[config.mk]
export PLATFORM = sky130hd
export DESIGN_NAME = lin_register_access_and_errors
export DESIGN_NICKNAME = d
export VERILOG_FILES = /design/src/rtl/lin_regs_pkg.sv /design/src/rtl/lin_register_access_and_errors.sv /design/src/rtl/lin_data_buffer.sv
export VERILOG_INCLUDE_DIRS = /design/src /design/src/rtl
export SDC_FILE = /design/constraint.sdc
export NUM_CORES = 1
export LEC_CHECK = 0
export ABC_AREA = 0
export BUFFER_PORTS_ARGS = -buffer_cell sky130_fd_sc_hd__buf_4
export CAP_MARGIN = 30
export CORE_UTILIZATION = 50
export DETAILED_ROUTE_END_ITERATION = 8
export GPL_ROUTABILITY_DRIVEN = 0
export PLACE_DENSITY = 0.69
export REMOVE_ABC_BUFFERS = 1
export SLEW_MARGIN = 25
export SYNTH_ARGS = -nofsm -noshare
export SYNTH_HDL_FRONTEND = slang
export SYNTH_HIERARCHICAL = 1
export SYNTH_SLANG_ARGS = --single-unit
[constraint.sdc]
create_clock -name clk -period 3.65 [get_ports clk]
set_clock_uncertainty 0.1 [all_clocks]
set_input_delay 0.5475 -clock clk [delete_from_list [all_inputs] [get_ports clk]]
set_output_delay 0.5475 -clock clk [all_outputs]
set_load 0.01 [all_outputs]
[src/rtl/lin_regs_map.svh]
// Register offsets, field positions and reset values of the LIN register bank.
// Included by the register bank design file; definitions only.
`ifndef LIN_REGS_MAP_SVH
`define LIN_REGS_MAP_SVH
// Direct special function register addresses
`define SFR_LIN_CONFIG 8'hc9
`define SFR_LIN_INDIRECT_DATA 8'hd2
`define SFR_LIN_INDIRECT_ADDRESS 8'hd3
// Indirect core register addresses
`define IND_DATA_FIRST 8'h00
`define IND_DATA_LAST 8'h07
`define IND_CONTROL 8'h08
`define IND_STATUS 8'h09
`define IND_ERROR_FLAGS 8'h0a
`define IND_FRAME_LENGTH 8'h0b
`define IND_DIVIDER_LOW 8'h0c
`define IND_MULTIPLIER 8'h0d
`define IND_IDENTIFIER 8'h0e
// Config fields and reset
`define CFG_ENABLE_BIT 7
`define CFG_MASTER_BIT 6
`define CFG_AUTOBAUD_BIT 5
`define CFG_RESET 3'h3
// Control fields
`define CTL_STOP_BIT 7
`define CTL_SLEEP_BIT 6
`define CTL_DIR_BIT 5
`define CTL_ACK_BIT 4
`define CTL_RESET_INTERRUPT_BIT_BIT 3
`define CTL_RESET_ERROR_BIT_BIT 2
`define CTL_WAKE_BIT 1
`define CTL_START_BIT 0
// Status fields
`define ST_ACTIVE_BIT 7
`define ST_IDLE_BIT 6
`define ST_ABORT_BIT 5
`define ST_DATA_REQUEST_FLAG_BIT 4
`define ST_INT_BIT 3
`define ST_ERROR_BIT 2
`define ST_WAKEUP_BIT 1
`define ST_DONE_BIT 0
// Error flag width and slave-only subset
`define ERR_WIDTH 5
`define ERR_SLAVE_ONLY_MASK 5'h18
// Frame length and identifier masks
`define LEN_MASK 8'h8f
`define ID_MASK 8'h3f
`endif

[src/rtl/lin_regs_pkg.sv]
// Types shared by the LIN register bank files.
// Assumes the map header supplies numeric constants.
package lin_regs_pkg;
	// Bus role
	typedef enum logic {
		role_slave = 1'b0,
		role_master = 1'b1
	} lin_role_t;
	// Frame engine state, one-hot
	typedef enum logic [2:0] {
		st_idle = 3'b001,
		st_busy = 3'b010,
		st_wake = 3'b100
	} lin_state_t;
endpackage

[src/rtl/lin_register_access_and_errors.sv]
// LIN controller register bank: config, indirect address/data pair and
// the fifteen core registers, plus error stop and interrupt handling.
// Assumes the core's SFR bus gives one-cycle rd/wr strobes with an address;
// frame engine events arrive as one-cycle pulses synchronous to clk.
//
// Behaviour
// - Any error stops frame, raises interrupt
// - Reset-error write clears error flags, summary
// - Error pending blocks master start, wakeup
// - Eight-bit pointer selects core register, resets zero
// - Data register reads/writes selected core register
// - Config bit seven enables controller
// - Config bit six selects master, resets master
// - Config bit five selects autobaud, slave only out of reset; output resets high
// - Config bits four..zero read zero
// - Fifteen core registers decoded at 0x00-0x0E
// - Master-only and slave-only bits gated by role
// - Error flags: sync, parity, timeout, checksum, bit
// - Length has enhanced select, identifier six bits
// - Eight data bytes, read/write, reset zero
// - Reset-error bit always reads zero
// - Start request self-clears on done or error
`timescale 1ns/1ps
`include "lin_regs_map.svh"
module lin_register_access_and_errors (
	input wire logic clk,
	input wire logic rst,
	input wire logic [7:0] sfr_addr,
	input wire logic sfr_wr,
	input wire logic sfr_rd,
	input wire logic [7:0] sfr_wdata,
	output logic [7:0] sfr_rdata,
	input wire logic frame_done,
	input wire logic [4:0] frame_error,
	input wire logic bus_active,
	input wire logic data_request,
	input wire logic wakeup_seen,
	input wire logic ack_taken,
	output logic interface_enable,
	output lin_regs_pkg::lin_role_t role,
	output logic auto_baud_select,
	output logic start_request,
	output logic wakeup_request,
	output logic frame_abort,
	output logic irq
);
	import lin_regs_pkg::*;

	// Config bits: enable, role, autobaud
	logic [2:0] cfg_ff;
	logic [7:0] lin_indirect_address_ff; // Pointer into core space
	logic [7:0] length_ff; // Enhanced select and data length
	logic [7:0] divider_ff; // Divider low byte
	logic [7:0] multiplier_ff; // Prescaler, multiplier, divider bit nine
	logic [7:0] ident_ff; // Six-bit identifier
	logic sleep_ff; // Slave sleep request
	logic dir_ff; // Transmit when set
	logic ack_ff; // Slave data acknowledge
	logic wake_ff; // Wakeup request pending
	logic start_ff; // Master start request pending
	logic [4:0] err_ff; // Sticky error flags
	logic error_ff; // Summary error status
	logic int_ff; // Interrupt pending
	logic done_ff; // Transfer done
	logic wakeup_flag_ff; // Wakeup detected
	lin_state_t state_ff; // Frame engine view
	logic [7:0] core_rd; // Combinational core register read
	logic [7:0] buf_rd; // Data buffer registered read
	logic [7:0] rd_mux; // Direct register read value
	logic wr_ind; // Indirect data write strobe
	logic is_master;
	logic any_err;
	logic rst_err;
	logic rst_int;

	// Core address decode used by the read path only
	function automatic logic is_ctrl_space(input logic [7:0] a);
		return a <= `IND_IDENTIFIER;
	endfunction

	assign is_master = cfg_ff[1];
	// Sync and parity cannot occur as master, so there they are no error at all
	assign any_err = |(frame_error & (is_master ? ~`ERR_SLAVE_ONLY_MASK : 5'h1f));
	assign wr_ind = sfr_wr && (sfr_addr == `SFR_LIN_INDIRECT_DATA);
	assign rst_err = wr_ind && (lin_indirect_address_ff == `IND_CONTROL) &&
		sfr_wdata[`CTL_RESET_ERROR_BIT_BIT];
	assign rst_int = wr_ind && (lin_indirect_address_ff == `IND_CONTROL) &&
		sfr_wdata[`CTL_RESET_INTERRUPT_BIT_BIT];

	// Config register; low five bits are not stored at all
	always_ff @(posedge clk or posedge rst) begin
		if (rst) begin
			cfg_ff <= `CFG_RESET;
		end else if (sfr_wr && sfr_addr == `SFR_LIN_CONFIG) begin
			cfg_ff <= sfr_wdata[7:5];
		end
	end

	// Pointer; data accesses never move it
	always_ff @(posedge clk or posedge rst) begin
		if (rst) begin
			lin_indirect_address_ff <= 8'h00;
		end else if (sfr_wr && sfr_addr == `SFR_LIN_INDIRECT_ADDRESS) begin
			lin_indirect_address_ff <= sfr_wdata;
		end
	end

	// Frame data bytes live in the buffer module
	lin_data_buffer #(.DEPTH(8), .AW(3)) lin_data_buffer_i (
		.clk(clk),
		.rst(rst),
		.wr_en(wr_ind && lin_indirect_address_ff <= `IND_DATA_LAST),
		.wr_addr(lin_indirect_address_ff[2:0]),
		.wr_data(sfr_wdata),
		.rd_addr(sfr_addr == `SFR_LIN_INDIRECT_ADDRESS && sfr_wr ?
			sfr_wdata[2:0] : lin_indirect_address_ff[2:0]),
		.rd_data(buf_rd)
	);

	// Plain configuration registers in core space
	always_ff @(posedge clk or posedge rst) begin
		if (rst) begin
			length_ff <= 8'h00;
			divider_ff <= 8'h00;
			multiplier_ff <= 8'h00;
			ident_ff <= 8'h00;
		end else if (wr_ind) begin
			case (lin_indirect_address_ff)
				`IND_FRAME_LENGTH: length_ff <= sfr_wdata & `LEN_MASK;
				`IND_DIVIDER_LOW: divider_ff <= sfr_wdata;
				`IND_MULTIPLIER: multiplier_ff <= sfr_wdata;
				`IND_IDENTIFIER: ident_ff <= sfr_wdata & `ID_MASK;
				default: ; // Unmapped writes are dropped
			endcase
		end
	end

	// Control bits; role-specific bits only take writes in their role
	always_ff @(posedge clk or posedge rst) begin
		if (rst) begin
			sleep_ff <= 1'b0;
			dir_ff <= 1'b0;
			ack_ff <= 1'b0;
		end else begin
			if (wr_ind && lin_indirect_address_ff == `IND_CONTROL) begin
				dir_ff <= sfr_wdata[`CTL_DIR_BIT];
				if (!is_master) begin
					sleep_ff <= sfr_wdata[`CTL_SLEEP_BIT];
				end
			end
			// Acknowledge self-clears once the engine takes it
			if (ack_taken) begin
				ack_ff <= 1'b0;
			end else if (wr_ind && lin_indirect_address_ff == `IND_CONTROL && !is_master
				&& sfr_wdata[`CTL_ACK_BIT]) begin
				ack_ff <= 1'b1;
			end
		end
	end

	// Start and wakeup requests; refused while an error is pending
	always_ff @(posedge clk or posedge rst) begin
		if (rst) begin
			start_ff <= 1'b0;
			wake_ff <= 1'b0;
		end else begin
			if (frame_done || any_err || !cfg_ff[2]) begin
				start_ff <= 1'b0;
			end else if (rst_err == 1'b0 && wr_ind && lin_indirect_address_ff == `IND_CONTROL
				&& sfr_wdata[`CTL_START_BIT] && is_master && !error_ff) begin
				start_ff <= 1'b1;
			end
			if (state_ff == st_wake || any_err || !cfg_ff[2]) begin
				wake_ff <= 1'b0;
			end else if (wr_ind && lin_indirect_address_ff == `IND_CONTROL
				&& sfr_wdata[`CTL_WAKE_BIT] && !error_ff) begin
				wake_ff <= 1'b1;
			end
		end
	end

	// Frame engine view: an error drops any frame back to idle
	always_ff @(posedge clk or posedge rst) begin
		if (rst) begin
			state_ff <= st_idle;
		end else begin
			case (state_ff)
				st_idle: begin
					if (wake_ff) state_ff <= st_wake;
					else if (start_ff) state_ff <= st_busy;
				end
				st_busy: begin
					if (any_err || frame_done) state_ff <= st_idle;
				end
				st_wake: state_ff <= st_idle;
				default: state_ff <= st_idle;
			endcase
		end
	end

	// Error flags; a new error wins over a clear in the same cycle
	always_ff @(posedge clk or posedge rst) begin
		if (rst) begin
			err_ff <= 5'h00;
			error_ff <= 1'b0;
		end else begin
			if (rst_err) begin
				err_ff <= 5'h00;
				error_ff <= 1'b0;
			end
			if (any_err) begin
				// Sync and parity cannot occur in master role
				err_ff <= (rst_err ? 5'h00 : err_ff) | (frame_error &
					(is_master ? ~`ERR_SLAVE_ONLY_MASK : 5'h1f));
				error_ff <= 1'b1;
			end
		end
	end

	// Interrupt and done flags; hold until reset-interrupt write
	always_ff @(posedge clk or posedge rst) begin
		if (rst) begin
			int_ff <= 1'b0;
			done_ff <= 1'b0;
			wakeup_flag_ff <= 1'b0;
		end else begin
			if (rst_int) begin
				int_ff <= 1'b0;
				done_ff <= 1'b0;
				wakeup_flag_ff <= 1'b0;
			end
			if (frame_done || wakeup_seen) done_ff <= 1'b1;
			if (wakeup_seen) wakeup_flag_ff <= 1'b1;
			if (any_err || frame_done || wakeup_seen || (data_request && !is_master)) begin
				int_ff <= 1'b1;
			end
		end
	end

	// Core register read; write-only and role-locked bits read zero
	always_comb begin
		core_rd = 8'h00;
		case (lin_indirect_address_ff)
			`IND_CONTROL: core_rd = {1'b0, sleep_ff, dir_ff, ack_ff, 1'b0, 1'b0,
				wake_ff, start_ff};
			`IND_STATUS: core_rd = {bus_active, 1'b0, 1'b0, data_request & ~is_master,
				int_ff, error_ff, wakeup_flag_ff, done_ff};
			`IND_ERROR_FLAGS: core_rd = {3'b000, err_ff};
			`IND_FRAME_LENGTH: core_rd = length_ff;
			`IND_DIVIDER_LOW: core_rd = divider_ff;
			`IND_MULTIPLIER: core_rd = multiplier_ff;
			`IND_IDENTIFIER: core_rd = ident_ff;
			default: core_rd = 8'h00; // Above the map reads zero
		endcase
	end

	// Direct register read value
	always_comb begin
		rd_mux = 8'h00;
		case (sfr_addr)
			`SFR_LIN_CONFIG: rd_mux = {cfg_ff, 5'h00};
			`SFR_LIN_INDIRECT_ADDRESS: rd_mux = lin_indirect_address_ff;
			// Data bytes come from the buffer's own register, the rest of core space from core_rd, addresses above it read zero
			`SFR_LIN_INDIRECT_DATA: rd_mux =
				(lin_indirect_address_ff <= `IND_DATA_LAST) ? buf_rd :
				is_ctrl_space(lin_indirect_address_ff) ? core_rd : 8'h00;
			default: rd_mux = 8'h00;
		endcase
	end

	// Read data registered; valid the cycle after the strobe, held until the next read
	always_ff @(posedge clk or posedge rst) begin
		if (rst) begin
			sfr_rdata <= 8'h00;
		end else if (sfr_rd) begin
			sfr_rdata <= rd_mux;
		end
	end

	// Registered outputs to the frame engine
	always_ff @(posedge clk or posedge rst) begin
		if (rst) begin
			interface_enable <= 1'b0;
			role <= role_master;
			auto_baud_select <= 1'b1;
			start_request <= 1'b0;
			wakeup_request <= 1'b0;
			frame_abort <= 1'b0;
			irq <= 1'b0;
		end else begin
			interface_enable <= cfg_ff[2];
			role <= lin_role_t'(cfg_ff[1]);
			auto_baud_select <= cfg_ff[0] & ~cfg_ff[1];
			start_request <= start_ff;
			wakeup_request <= wake_ff;
			frame_abort <= any_err && state_ff == st_busy;
			irq <= int_ff;
		end
	end
endmodule

[src/rtl/lin_data_buffer.sv]
// Eight-byte frame data buffer with registered read data.
// Assumes one clock, asynchronous active high reset; write and read ports are independent.
`timescale 1ns/1ps
module lin_data_buffer #(
	parameter int DEPTH = 8,
	parameter int AW = 3
) (
	input wire logic clk,
	input wire logic rst,
	input wire logic wr_en,
	input wire logic [AW-1:0] wr_addr,
	input wire logic [7:0] wr_data,
	input wire logic [AW-1:0] rd_addr,
	output logic [7:0] rd_data
);
	// Storage, every byte cleared at reset
	logic [7:0] mem_ff [DEPTH];

	// One write port; generate keeps each byte as its own register
	for (genvar i = 0; i < DEPTH; i++) begin : g_byte
		always_ff @(posedge clk or posedge rst) begin
			if (rst) begin
				mem_ff[i] <= 8'h00;
			end else if (wr_en && (wr_addr == AW'(i))) begin
				mem_ff[i] <= wr_data;
			end
		end
	end

	// Registered read so the bank can answer from a flip-flop
	always_ff @(posedge clk or posedge rst) begin
		if (rst) begin
			rd_data <= 8'h00;
		end else if (wr_en && (wr_addr == rd_addr)) begin
			rd_data <= wr_data; // Forward a same-cycle write so a back-to-back read sees it
		end else begin
			rd_data <= mem_ff[rd_addr];
		end
	end
endmodule

# Word level (Yosys, flattened, before mapping)
# Index checks and enable logic that the tools add are counted.
# totals
inputBits	30
output_inout_bits	15
regBits	142
# classes
n_mux	28
n_lt_le_gt_ge	3
n_bitwise	7
reduce_logical	52
eq_ne	23
# ops
operator	n
equality test 8 x 4 -> 1 bit, second input constant	7
one-hot mux 8 bit (7 select lines)	1
two-way mux 8 bit	5
logical AND 1 bit	27
binary-select mux 8 bit (select 3 bit)	1
equality test 8 bit, second input constant	3
one-hot mux 8 bit (3 select lines)	1
equality test 3 bit, second input constant	5
two-way mux 5 bit	3
nonzero test 2 bit	7
two-way mux 1 bit	12
two-way mux 3 bit	4
AND reduction 2 bit	6
equality test 3 x 2 -> 1 bit, second input constant	3
<= comparator 8 x 3 -> 1 bit, second input constant	1
<= comparator 8 x 4 -> 1 bit, second input constant	1
logical OR 1 bit	7
equality test 3 x 1 -> 1 bit, second input constant	2
one-hot mux 3 bit (2 select lines)	1
AND 5 bit	1
bitwise OR 5 bit	1
OR reduction 5 bit	1
greater-or-equal comparator 4 bit, second input constant	1
NOT 3 -> 4 bit	1
7 further kinds	11

# Logic depth before layout (Yosys ltp)
# depth
word_depth	12
ltp_mapped	9
depth_no_buf	7

# By module
# The synthesis kept the hierarchy.
# modules_own_cells
mod	n_inst	cells_each	area_per_inst_um2
lin_register_access_and_errors	1	286	3428.3
lin_data_buffer	1	192	3309.4

# Least setup slack after synthesis
# No wires, ideal clock.
# synth_timing
kind	input to register
from	input sfr_addr[3]
to	register lin_data_buffer_i.rd_data[4]
slack_ps	532
path_buffers	2
t_required_ps	3425
cell_stages	9
arrival_time_ps	2893
cell_sequence	nand3b_1 nor3_1 nand2_1 mux2_2 buf_2 buf_2 xnor2_1 nand4_1 mux2_4
# synth_via
elab_chain_cells	8
elab_cells_between_ends	13
# synth_rtl
element	line_no	rtl
start: declaration	lin_register_access_and_errors.sv:28	input wire logic [7:0] sfr_addr,
equality test 8 bit	--	
logical AND 1 bit	lin_register_access_and_errors.sv:115	.rd_addr(sfr_addr == `SFR_LIN_INDIRECT_ADDRESS && sfr_wr ?
two-way mux 3 bit	lin_register_access_and_errors.sv:115	
NOT 3 -> 4 bit (implied by the code)	lin_data_buffer.sv:37	rd_data <= mem_ff[rd_addr];
binary-select mux 8 bit (select 3 bit)	lin_data_buffer.sv:37	
two-way mux 8 bit (implied by the code) (2 in series)	lin_data_buffer.sv:37	
two-way mux 8 bit (*)	lin_data_buffer.sv:34	end else if (wr_en && (wr_addr == rd_addr)) begin
end signal: assignment	lin_data_buffer.sv:35	rd_data <= wr_data;
end signal: assignment	lin_data_buffer.sv:37	
end: declaration	lin_data_buffer.sv:14	output logic [7:0] rd_data
# Every way passes the cells marked *; elsewhere a longest branch is shown, timed or not. The select of a mux whose other input is x is not followed.
# A chain may end at the register's enable or synchronous reset.

# Final worst setup path
# layout_timing
from	input sfr_addr[3]
to	register lin_data_buffer_i.rd_data[2]
# The elaborated chain is that of the path after synthesis.

==> results_dict.tcl <==
set metrics [dict create \
    outcome "finished clean" \
    die_y_um 118.1 \
    fin_crit_ns 2.864 \
    max_cap_violations 0 \
    numPortBuffers 44 \
    synth_sequential_area_ratio_pct 52.83 \
    initial_core_util_pct 51.08 \
    post_cts_hold_buffer_count 0 \
    vias 4390 \
    detailedPlacementHpwl_mm 10.41 \
    grt_overflow_total 0 \
    worstPathArrival_ns 3.07 \
    grt_first_pass_wirelength_mm 25.16 \
    ctsHtreeMaxLevel 4 \
    p_leak_nw 3.731 \
    synth-edff-count 0 \
    synth-async-reset-ratio_pct 100.0 \
    drive_above_1_share_pct 44.12 \
    row_count 42 \
    design_power_total_w 0.003677 \
    timing.critical_path.fanout_max 13 \
    final_nets 570 \
    fin_crit_sh_pct 78.46 \
    power.density_nw_per_um2 461.6 \
    layout-area-overhead-vs-synth_pct 18.22 \
    ys_types 65 \
    die_width_um 118.1 \
    max-slew-margin-rel_pct 48.03 \
    worst_ir_drop_vdd_mv 0.4027 \
    regToRegEndpoint "lin_data_buffer_i/rd_data[2]" \
    post-cts-setup-buffers 0 \
    post_synth_inst_count 478 \
    synth-warning-count 6 \
    achievable-frequency_mhz 349.2 \
    drt_first_pass_iters 4 \
    crit_required_ns 3.86 \
    fp.dieArea_um2 13940 \
    synth-main-ff-cell "dfrtp_1" \
    timing.critical_path.to_type "flop" \
    root_buffer "clkbuf_16" \
    rsz0062_at_grt "no" \
    reg2reg_from "lin_indirect_address_ff[1]" \
    insertion_delay_ns 0.42 \
    fillers 1059 \
    pin_count_of_the_biggest_net_entering_global_routing 53 \
    synth.cell_area_um2 6738 \
    postSynthRegisterBits 142 \
    finalHoldWorstSlack_ns 0.04378 \
    insertedDiodeCount 0 \
    hp-class "in -> async" \
    tightestPinTransition_ns 0.7713 \
    drc_errors 0 \
    post_drt_via_cell_ratio 6.022 \
    cts_tree "built" \
    cts_repair_resize_count 0 \
    setup_viol_count_final 0 \
    design.core.area_um2 13190 \
    clock_sink_count 142 \
    clk_pin_slew_worst_paths_ns 0.06 \
    grt_pass1_vias 4631 \
    final_antenna_net_count 0 \
    post_drt_wl_per_cell_um 20.93 \
    syn_avg_cell_area_um2 14.10 \
    ios 45 \
    total_wire_length_mm 15.26 \
    reg2reg_setup_slack_ns 0.92 \
    drtIter0Drc 270 \
    cts-buffers-inserted 17 \
    critical_path_class "in -> reg" \
    critical_path.startpoint "sfr_addr[3]" \
    reg2reg_depth 4 \
    globalRouteTotalUtil_pct 23.77 \
    start_kind "primary input" \
    initial_antenna_violation_count 0 \
    clock_tree_buffer_depth 2 \
    final-hold-violation-count 0 \
    tns_ns 0 \
    maxSlewViolCount 0 \
]
## metal layers
metal | wire length [um] | up-vias | track usage, % | part of all wire (%)
li1 | - | 1950 | - | -
met1 | 6481 | 2273 | 30.24 | 42
met2 | 7625 | 135 | 39.19 | 50
met3 | 665 | 32 | 4.893 | 4.4
met4 | 486 | 0 | 10.74 | 3.2
met5 | 0 | - | 0 | 0
## worst max-delay path, stage by stage
cell	delay, ns
buf_4	0.11
nand3b_1	0.25
nor3_1	0.28
nand2_1	0.18
mux2_2	0.52
mux4_1	0.62
mux2_2	0.29
mux2_2	0.26
## area by class of cell
type | instances | area [um2] | area share, %
clock buffers | 20 | 456.7 | 5.734
clock inverters | 12 | 183.9 | 2.309
inverters | 18 | 67.56 | 0.8483
multi-input cells | 296 | 2989 | 37.53
flip-flops and latches | 142 | 3560 | 44.69
well taps | 176 | 220.2 | 2.765
repair buffers | 65 | 488.0 | 6.126
## power by group
group / internal (W) / switching (W)
sequential: 0.00159 / 0.0000187
combinational: 0.0000865 / 0.000125
clock: 0.00119 / 0.000669
total: 0.00286 / 0.000813
## synthesized netlist by cell type (3+ instances only)
cell type | count | area share [%]
nand4b_1 | 3 | 0.39
mux2_2 | 122 | 20
nor2b_1 | 7 | 0.65
buf_6 | 3 | 0.50
clkbuf_1 | 14 | 0.78
dfrtp_1 | 137 | 51
nand2_1 | 12 | 0.67
dfstp_2 | 5 | 1.9
o31ai_1 | 4 | 0.45
nand4_1 | 5 | 0.46
a22oi_1 | 3 | 0.33
buf_2 | 4 | 0.30
mux4_1 | 14 | 5.5
and3b_1 | 3 | 0.39
nand2b_1 | 7 | 0.65
o21ai_0 | 6 | 0.45
mux4_2 | 4 | 1.3
a21o_1 | 7 | 0.78
a31oi_1 | 6 | 0.56
nor3_1 | 6 | 0.45
xnor2_1 | 3 | 0.39
mux2i_1 | 5 | 0.74
nand3b_1 | 8 | 0.89
a21oi_1 | 4 | 0.30
inv_1 | 18 | 1.0
nor4_1 | 3 | 0.28
nor2_1 | 8 | 0.45
nand3_1 | 7 | 0.52
## cells by family after synthesis
group                  Yosys count  synth area share (%)
XOR/XNOR                         3                0.3900
AO/OA/AOI/OAI                   58                 6.648
AND/OR/NAND/NOR                 87                 8.784
flip-flops                     142                 52.83
buffers and inverters           40                 2.804
multiplexers                   148                 28.54
## state kept, by name (all words and copies together), names as in the netlist, 3 cells and up
signal and count:
ident_ff 6, sfr_rdata 8, err_ff 5, lin_data_buffer_i/mem_ff 64, state_ff 3, cfg_ff 3, length_ff 5, lin_indirect_address_ff 8
divider_ff 8, lin_data_buffer_i/rd_data 8, multiplier_ff 8
## cell usage in the layout (no fill, tap or decap), types with 4 or more instances in the layout
cell type,n
a21o_1,7
a21oi_1,4
a31oi_1,6
buf_4,65
bufinv_16,4
clkbuf_16,17
dfrtp_1,137
dfstp_2,5
inv_1,16
mux2_2,122
mux2i_1,5
mux4_1,14
mux4_2,4
nand2_1,12
nand2b_1,7
nand3_1,7
nand3b_1,8
nand4_1,5
nor2_1,8
nor2b_1,7
nor3_1,6
o21ai_0,6
o31ai_1,4
## worst max-delay path by stage
| stage | end | depth (start not counted) | slack [ns] |
|---|---|---|---|
| final | lin_data_buffer_i/rd_data[2] | 8 | 0.79 |
| after global routing | lin_data_buffer_i/rd_data[2] | 9 | 0.61 |
| after CTS | lin_data_buffer_i/rd_data[2] | 8 | 0.83 |
| after detailed placement | lin_data_buffer_i/rd_data[0] | 9 | 0.41 |
| after global placement | lin_data_buffer_i/rd_data[2] | 9 | 0.45 |
| after floorplan | lin_data_buffer_i/rd_data[7] | 7 | 0.48 |
## stage by stage
step | util (%) | setup WS (ns) | instances | cell area, um2
after floorplan | - | 0.4812 | 456 | 6616
after global placement | 55.53 | 0.4466 | 697 | 7325
after detailed placement | 55.53 | 0.4059 | 697 | 7325
after CTS | 60.39 | 0.8261 | 729 | 7965
after global routing | 60.39 | 0.6138 | 729 | 7965
final | 60.39 | 0.7861 | 729 | 7965
Note: power is estimated with default switching activity, not from simulation.
